===== src/core/dlgt_pkg.sv =====
/*
  package of the lane gap timing controller: lane codes, transfer kinds,
  states and every timing count.
  assumes a 100 MHz ref_clk and a link clock made by dividing it by two.
*/
package dlgt_pkg;
  // ***********************************************
  // clock and timing
  // ***********************************************
  localparam int REF_PERIOD_NS = 10;
  localparam int UI_NS = 10;
  localparam int CLOCK_TRAIL_TIME_NS = 60;
  localparam int GAP_SHORT_NS = 150;
  localparam int GAP_LONG_UI = 32;
  localparam int GAP_LONG_NS = (GAP_SHORT_NS > GAP_LONG_UI * UI_NS) ?
                               GAP_SHORT_NS : GAP_LONG_UI * UI_NS;
  localparam int RST_HOLD_NS = 1000;
  localparam int BTA_TIMEOUT_NS = 10000;
  // least times round up to whole cycles
  localparam int TRAIL_CYC = (CLOCK_TRAIL_TIME_NS + REF_PERIOD_NS - 1) / REF_PERIOD_NS; // [RQ12]
  localparam int GAP_SHORT_CYC = (GAP_SHORT_NS + REF_PERIOD_NS - 1) / REF_PERIOD_NS; // [RQ12]
  localparam int GAP_LONG_CYC = (GAP_LONG_NS + REF_PERIOD_NS - 1) / REF_PERIOD_NS; // [RQ12]
  localparam int RST_HOLD_CYC = (RST_HOLD_NS + REF_PERIOD_NS - 1) / REF_PERIOD_NS;
  localparam int BTA_TO_CYC = BTA_TIMEOUT_NS / REF_PERIOD_NS;
  localparam int TA_DRIVE_CYC = 2;
  localparam int CNT_W = 12;
  localparam logic [CNT_W-1:0] TRAIL_CNT = CNT_W'(TRAIL_CYC);
  localparam logic [CNT_W-1:0] GAP_SHORT_CNT = CNT_W'(GAP_SHORT_CYC);
  localparam logic [CNT_W-1:0] GAP_LONG_CNT = CNT_W'(GAP_LONG_CYC);
  localparam logic [CNT_W-1:0] RST_HOLD_CNT = CNT_W'(RST_HOLD_CYC);
  localparam logic [CNT_W-1:0] BTA_TO_CNT = CNT_W'(BTA_TO_CYC);
  localparam logic [CNT_W-1:0] TA_DRIVE_CNT = CNT_W'(TA_DRIVE_CYC);
  localparam logic [CNT_W-1:0] CNT_MAX = 12'hFFF;
  // ***********************************************
  // lane codes and kinds
  // ***********************************************
  localparam logic [1:0] LP11 = 2'h3;
  localparam logic [1:0] LP10 = 2'h2;
  localparam logic [1:0] LP01 = 2'h1;
  localparam logic [1:0] LP00 = 2'h0;
  typedef enum logic [1:0] {
    KIND_LP = 2'h0,
    KIND_HS = 2'h1,
    KIND_TA = 2'h2
  } dlgt_kind_t;
  typedef enum logic [2:0] {
    ST_RESET = 3'h0,
    ST_IDLE = 3'h1,
    ST_XFER = 3'h2,
    ST_TA_DRIVE = 3'h3,
    ST_TA_WAIT = 3'h4
  } dlgt_state_t;
endpackage


===== src/core/dlgt_ctrl.sv =====
/*
  host side lane controller: paces escape, high speed and turnaround
  transfers on the link with stop state gaps, clock trail and reset hold.
  assumes a user that offers one transfer at a time and a peripheral that
  drives lane 0 during a turnaround.
*/
// Summary of operation
// [RQ1] the clock lane stays in high speed for the trail time after each burst ends.
// [RQ2] every new lane transfer is preceded by the stop state, even with a free running clock.
// [RQ3] the stop gap applies to all nine orderings of escape, burst and turnaround.
// [RQ4] escape after escape waits at least 150 ns of stop state.
// [RQ5] a burst after escape, burst or turnaround waits the larger of 150 ns and 32 UI.
// [RQ6] escape after a burst waits the larger of 150 ns and 32 UI.
// [RQ7] turnaround after turnaround waits at least 150 ns of stop state.
// [RQ8] turnaround after escape waits at least 150 ns of stop state.
// [RQ9] escape after turnaround waits at least 150 ns of stop state.
// [RQ10] turnaround after a burst waits the larger of 150 ns and 32 UI.
// [RQ11] all lanes sit in stop state while the module reset is held and released.
// [RQ12] the gap timer counts whole cycles rounded up so each gap is met.
`timescale 1ns/1ps
`default_nettype none
module dlgt_ctrl
  import dlgt_pkg::*;
(
  // clock and reset
  input wire logic ref_clk,
  input wire logic rstn,
  // user requests
  input wire logic req_valid,
  input wire logic [1:0] req_kind,
  input wire logic [7:0] req_len,
  input wire logic [7:0] req_data,
  output logic req_ready,
  input wire logic clk_continuous,
  output logic busy,
  output logic ta_timeout,
  // clock lane
  output logic lnk_clk_o,
  output logic clk_hs_en,
  output logic [1:0] clk_lp,
  // data lanes
  output logic dl_hs_en,
  output logic [7:0] dl_hs_data,
  output logic [1:0] dl_lp,
  output logic dl0_lp_oe_n,
  input wire logic [1:0] dl0_lp_in,
  // module reset
  output logic mod_rst_n
);
  // ***********************************************
  // state
  // ***********************************************
  typedef struct packed {
    dlgt_state_t st;
    dlgt_kind_t kind;
    dlgt_kind_t prev;
    logic [CNT_W-1:0] cnt;
    logic [CNT_W-1:0] gap;
    logic [CNT_W-1:0] trail;
    logic [7:0] len;
    logic [7:0] data;
    logic clk_hs;
    logic div;
    logic dl_hs;
    logic [1:0] lp;
    logic oe_n;
    logic rst_n;
    logic seen_busy;
    logic timeout;
    logic [1:0] sy1;
    logic [1:0] sy2;
  } dlgt_regs_t;

  dlgt_regs_t s_r;
  dlgt_regs_t s_nxt;
  logic [CNT_W-1:0] need;
  logic start;

  // ***********************************************
  // gap needed for the offered transfer
  // ***********************************************
  always_comb
  begin
    if (s_r.prev == KIND_HS || req_kind == KIND_HS)
    begin
      need = GAP_LONG_CNT; // [RQ5] [RQ6] [RQ10]
    end
    else
    begin
      need = GAP_SHORT_CNT; // [RQ4] [RQ7] [RQ8] [RQ9]
    end
  end

  assign req_ready = (s_r.st == ST_IDLE) && (s_r.gap >= need) &&
                     (req_kind != 2'h3); // [RQ2] [RQ3]
  assign start = req_valid && req_ready;

  // ***********************************************
  // next state
  // ***********************************************
  always_comb
  begin
    s_nxt = s_r;
    s_nxt.sy1 = dl0_lp_in;
    s_nxt.sy2 = s_r.sy1;
    s_nxt.div = ~s_r.div;
    if (s_r.gap != CNT_MAX && s_r.lp == LP11 && !s_r.dl_hs && !s_r.oe_n)
    begin
      s_nxt.gap = s_r.gap + 12'h001; // [RQ12]
    end
    if (s_r.trail != 12'h000)
    begin
      s_nxt.trail = s_r.trail - 12'h001;
    end
    else if (!clk_continuous && s_r.st != ST_XFER)
    begin
      s_nxt.clk_hs = 1'b0; // [RQ1]
    end
    if (clk_continuous && s_r.st != ST_RESET)
    begin
      s_nxt.clk_hs = 1'b1;
    end
    case (s_r.st)
      ST_RESET:
      begin
        s_nxt.lp = LP11; // [RQ11]
        s_nxt.cnt = s_r.cnt + 12'h001;
        if (s_r.cnt == RST_HOLD_CNT)
        begin
          s_nxt.rst_n = 1'b1;
        end
        if (s_r.rst_n && s_r.cnt == RST_HOLD_CNT + RST_HOLD_CNT)
        begin
          s_nxt.st = ST_IDLE;
        end
      end
      ST_IDLE:
      begin
        if (start)
        begin
          s_nxt.kind = dlgt_kind_t'(req_kind);
          s_nxt.len = req_len;
          s_nxt.data = req_data;
          s_nxt.cnt = 12'h000;
          s_nxt.gap = 12'h000;
          s_nxt.timeout = 1'b0;
          if (req_kind == KIND_HS)
          begin
            s_nxt.st = ST_XFER;
            s_nxt.dl_hs = 1'b1;
            s_nxt.clk_hs = 1'b1;
            s_nxt.lp = LP00;
          end
          else if (req_kind == KIND_LP)
          begin
            s_nxt.st = ST_XFER;
            s_nxt.lp = LP10;
          end
          else
          begin
            s_nxt.st = ST_TA_DRIVE;
            s_nxt.lp = LP10;
          end
        end
      end
      ST_XFER:
      begin
        s_nxt.cnt = s_r.cnt + 12'h001;
        if (s_r.kind == KIND_LP)
        begin
          s_nxt.lp = s_r.cnt[0] ? LP10 : LP01;
        end
        if (s_r.cnt >= {4'h0, s_r.len})
        begin
          s_nxt.st = ST_IDLE;
          s_nxt.lp = LP11; // [RQ2]
          s_nxt.dl_hs = 1'b0;
          s_nxt.prev = s_r.kind;
          if (s_r.kind == KIND_HS)
          begin
            s_nxt.trail = TRAIL_CNT; // [RQ1]
          end
        end
      end
      ST_TA_DRIVE:
      begin
        s_nxt.cnt = s_r.cnt + 12'h001;
        s_nxt.lp = LP00;
        if (s_r.cnt == TA_DRIVE_CNT)
        begin
          s_nxt.st = ST_TA_WAIT;
          s_nxt.oe_n = 1'b1;
          s_nxt.seen_busy = 1'b0;
          s_nxt.cnt = 12'h000;
        end
      end
      ST_TA_WAIT:
      begin
        s_nxt.cnt = s_r.cnt + 12'h001;
        if (s_r.sy2 != LP11)
        begin
          s_nxt.seen_busy = 1'b1;
        end
        if ((s_r.seen_busy && s_r.sy2 == LP11) || s_r.cnt == BTA_TO_CNT)
        begin
          s_nxt.st = ST_IDLE;
          s_nxt.oe_n = 1'b0;
          s_nxt.lp = LP11;
          s_nxt.prev = KIND_TA;
          s_nxt.timeout = !(s_r.seen_busy && s_r.sy2 == LP11);
        end
      end
      default:
      begin
        s_nxt.st = ST_RESET;
      end
    endcase
  end

  always_ff @(posedge ref_clk)
  begin
    if (!rstn)
    begin
      s_r <= '0;
      s_r.st <= ST_RESET;
      s_r.lp <= LP11;
      s_r.prev <= KIND_LP;
      s_r.kind <= KIND_LP;
      s_r.sy1 <= LP11;
      s_r.sy2 <= LP11;
    end
    else
    begin
      s_r <= s_nxt;
    end
  end

  // ***********************************************
  // outputs
  // ***********************************************
  assign lnk_clk_o = s_r.div & s_r.clk_hs;
  assign clk_hs_en = s_r.clk_hs;
  assign clk_lp = s_r.clk_hs ? LP00 : LP11;
  assign dl_hs_en = s_r.dl_hs;
  assign dl_hs_data = s_r.dl_hs ? s_r.data : 8'h00;
  assign dl_lp = s_r.lp;
  assign dl0_lp_oe_n = s_r.oe_n;
  assign mod_rst_n = s_r.rst_n;
  assign busy = (s_r.st != ST_IDLE);
  assign ta_timeout = s_r.timeout;

  // ***********************************************
  // checks
  // ***********************************************
  logic [CNT_W-1:0] run_r;
  always_ff @(posedge ref_clk)
  begin
    if (!rstn)
    begin
      run_r <= 12'h000;
    end
    else if (dl_lp == LP11 && !dl_hs_en && !dl0_lp_oe_n)
    begin
      run_r <= (run_r == CNT_MAX) ? run_r : run_r + 12'h001;
    end
    else
    begin
      run_r <= 12'h000;
    end
  end
endmodule // dlgt_ctrl
`default_nettype wire


===== config.mk =====
export PLATFORM = sky130hd
export DESIGN_NAME = dlgt_ctrl
export DESIGN_NICKNAME = d
export VERILOG_FILES = /design/src/core/dlgt_pkg.sv /design/src/core/dlgt_ctrl.sv
export SDC_FILE = /design/constraint.sdc
export NUM_CORES = 1
export LEC_CHECK = 0
export ABC_AREA = 0
export BUFFER_PORTS_ARGS = -buffer_cell sky130_fd_sc_hd__buf_2
export CORE_MARGIN = 3
export CORE_UTILIZATION = 40
export DETAILED_ROUTE_END_ITERATION = 10
export MAX_ROUTING_LAYER = met4
export PLACE_DENSITY = 0.66
export SLEW_MARGIN = 20
export SYNTH_ARGS = -nofsm -noshare
export SYNTH_HDL_FRONTEND = slang
export SYNTH_SLANG_ARGS = --single-unit

===== constraint.sdc =====
create_clock -name ref_clk -period 3.7 [get_ports ref_clk]
set_input_delay 0.185 -clock ref_clk [delete_from_list [all_inputs] [get_ports ref_clk]]
set_output_delay 0.185 -clock ref_clk [all_outputs]
set_load 0.05 [all_outputs]

==> flow_metrics.tcl <==
set metrics [dict create \
    start_util 0.416 \
    r2r-end "s_r[18]$_SDFFE_PN0P_" \
    fin_area_sq_um 4120 \
    hold_path.class "in -> reg" \
    p_switching_mw 0.639 \
    cp.arrival_ns 2.92 \
    switching_share 0.324 \
    reg2regPathDepth 10 \
    cts_buffers 9 \
    die_height_um 102 \
    drive_gt1_frac 0.146 \
    placedCellCount 565 \
    setup_violations 0 \
    place_area_sq_um 3930 \
    critical_path_class "reg -> reg" \
    p_seq_frac 0.461 \
    worst_slack_ns 0.981 \
    grt_pass1_wl_um 13300 \
    via_per_inst 5.33 \
    n_antenna_cell 0 \
    synth_area_per_cell_sq_um 8.51 \
    p_total_mw 1.97 \
    tns_ns 0 \
    async_flop_share 0 \
    end_kind "flip-flop" \
    antenna_found_initial 0 \
    slew_headroom 0.390 \
    die_w_um 102 \
    post_drt_wl_per_cell_um 13.5 \
    clk_pin_slew_worst_paths_ns 0.08 \
    synth_cell_types 52 \
    grt_pass1_vias 2875 \
    power.density_nw_per_um2 480 \
    synth_edf_count 0 \
    syn-num-nets 471 \
    clockPowerShare 0.291 \
    cp_max_fo 12 \
    hold_buffers 0 \
    final_util 0.468 \
    fillers 857 \
    min_period_ns 2.72 \
    drv_slew 0 \
    startpoint "s_r[66]$_SDFFE_PN0P_" \
    fin_crit_sh 0.735 \
    numClockSinks 72 \
    pwr-share-comb 0.248 \
    final_nets 509 \
    clk_latency_ns 0.34 \
    tightest_slew_ns 0.914 \
    ir_drop_mv 0.241 \
    grt_usage 0.165 \
    ant_nets 0 \
    die_area_sq_um 10300 \
    crit_required_ns 3.90 \
    io_buffers 43 \
    synthFlopType "dfxtp_1" \
    drc_errors 0 \
    synthCells 430 \
    critPathLaunchType "flip-flop" \
    cap_violations 0 \
    ios 44 \
    outcome "finished clean" \
    gp_congestion 0.836 \
    grt_remaining_overflow 0 \
    ys_seq_elements 72 \
    h-tree-depth 3 \
    clk_path_buf_depth 2 \
    cts_tree "yes" \
    synth_area_sq_um 3660 \
    rsz0062_at_grt "no" \
    final_common_cell "dfxtp_1" \
    cts-root-buf "clkbuf_8" \
    drt-initial-drc-count 208 \
    p_int_mw 1.34 \
    rrSetupSlack_ns 0.98 \
    clock_skew_ns 0.00906 \
    dp_hpwl_um 5770 \
    final_cell_mix "dfxtp_1 (72), nor2_1 (64), buf_2 (43)" \
    post_cts_resize_count 0 \
    final_hold_viol_count 0 \
    rows 34 \
    seq_area_frac_synth 0.394 \
    r2r_start "s_r[66]$_SDFFE_PN0P_" \
    worstSetupEndpoint "s_r[18]$_SDFFE_PN0P_" \
    pre_cts_slack_ns 0.948 \
    post-cts-setup-buffers 0 \
    fin_cells 581 \
    fp.coreArea_sq_um 8810 \
    area_growth_pct 12.5 \
    totalWireLength_um 7820 \
    timing.fmax_mhz 368 \
    via_count 3095 \
    p_leak_nw 1.70 \
    ys_warn_count 0 \
    first_pass_iters 5 \
    fin_hold_ws_ns 0.0193 \
    grt_max_degree 30 \
]
-- kinds of logic after synthesis --
family	Yosys count	synth area share
compound gates	75	0.138
xor+xnor	22	0.0527
fa+ha+maj	17	0.0581
buf+inv	39	0.0465
flops	72	0.394
mux	19	0.0523
simple gates	186	0.259
-- metal layers --
metal / share of wire / wire length [um] / vias up / global-route usage
met5: 0 / 0 / - / -
met4: 0.0096 / 75 / 0 / 0.0337
met3: 0.057 / 449 / 11 / 0.0489
met2: 0.46 / 3610 / 69 / 0.263
li1: - / - / 1584 / -
met1: 0.47 / 3680 / 1431 / 0.209
-- area by class of cell --
class | instances | area (sq um) | area share
clock inverter | 4 | 28.8 | 0.00699
inverter | 21 | 78.8 | 0.0191
sequential | 72 | 1440 | 0.350
tap | 108 | 135 | 0.0328
timing repair buffer | 45 | 230 | 0.0559
multi-input combinational | 319 | 2050 | 0.497
clock buffer | 12 | 155 | 0.0377
-- cell usage after synthesis, types with 2 or more instances --
library cell / number / share of area
dfxtp_1: 72 / 0.39
nor2_1: 64 / 0.066
nand2_1: 28 / 0.029
a21oi_1: 23 / 0.031
inv_1: 21 / 0.022
mux2i_1: 18 / 0.049
ha_1: 17 / 0.058
xnor2_1: 14 / 0.034
nand3_1: 13 / 0.018
nand2b_1: 12 / 0.021
nor3_1: 11 / 0.015
o21ai_1: 10 / 0.014
or3_1: 10 / 0.017
and2_1: 9 / 0.015
clkbuf_1: 9 / 0.0092
nand4_1: 9 / 0.015
xor2_1: 8 / 0.019
a211oi_1: 7 / 0.014
a31oi_1: 7 / 0.012
o21ai_0: 6 / 0.0082
buf_4: 5 / 0.010
o21a_1: 5 / 0.010
and3_1: 4 / 0.0068
buf_2: 4 / 0.0055
nor2b_1: 4 / 0.0068
o31ai_1: 4 / 0.0082
or4_1: 4 / 0.0082
nor4_1: 3 / 0.0051
nand4b_1: 2 / 0.0048
nor4b_1: 2 / 0.0048
o211ai_1: 2 / 0.0041
o31a_1: 2 / 0.0048
or2_2: 2 / 0.0034
-- worst max-delay path, cell delays in order (launching register included) --
cell      delay, ns
dfxtp_1        0.32
nand2b_1       0.15
nand2_1        0.12
ha_1           0.31
o211ai_1       0.09
o21a_1         0.20
o211ai_1       0.40
nand2_1        0.42
buf_4          0.34
mux2i_1        0.16
nor2_1         0.05
-- power by group through the flow --
| stage | Sequential (mW) | Combinational [mW] | Clock (mW) |
|---|---|---|---|
| floorplan | 0.908 | 0.412 | 0 |
| global placement | 0.924 | 0.478 | 0 |
| detailed placement | 0.928 | 0.491 | 0 |
| CTS | 0.910 | 0.494 | 0.590 |
| global route | 0.922 | 0.567 | 0.621 |
| finish | 0.910 | 0.490 | 0.575 |
-- sequential cells by signal, summed over array words and instances, names as in the netlist --
signal / count
s_r: 63
dl_lp: 2
s_nxt: 2
clk_hs_en: 1
dl0_lp_oe_n: 1
dl_hs_en: 1
mod_rst_n: 1
ta_timeout: 1
-- worst min-delay path by stage --
stage	cells after the start	slack, ns	from	to
after floorplan	1	0.29	dl0_lp_in[0]	s_nxt[0]$_SDFF_PN1_
after global placement	2	0.37	dl0_lp_in[0]	s_nxt[0]$_SDFF_PN1_
after detailed placement	2	0.37	dl0_lp_in[0]	s_nxt[0]$_SDFF_PN1_
after CTS	2	0.01	dl0_lp_in[0]	s_nxt[0]$_SDFF_PN1_
after global routing	2	0.01	dl0_lp_in[0]	s_nxt[0]$_SDFF_PN1_
final	2	0.02	dl0_lp_in[0]	s_nxt[0]$_SDFF_PN1_
Power figures use the tool's default switching activity.
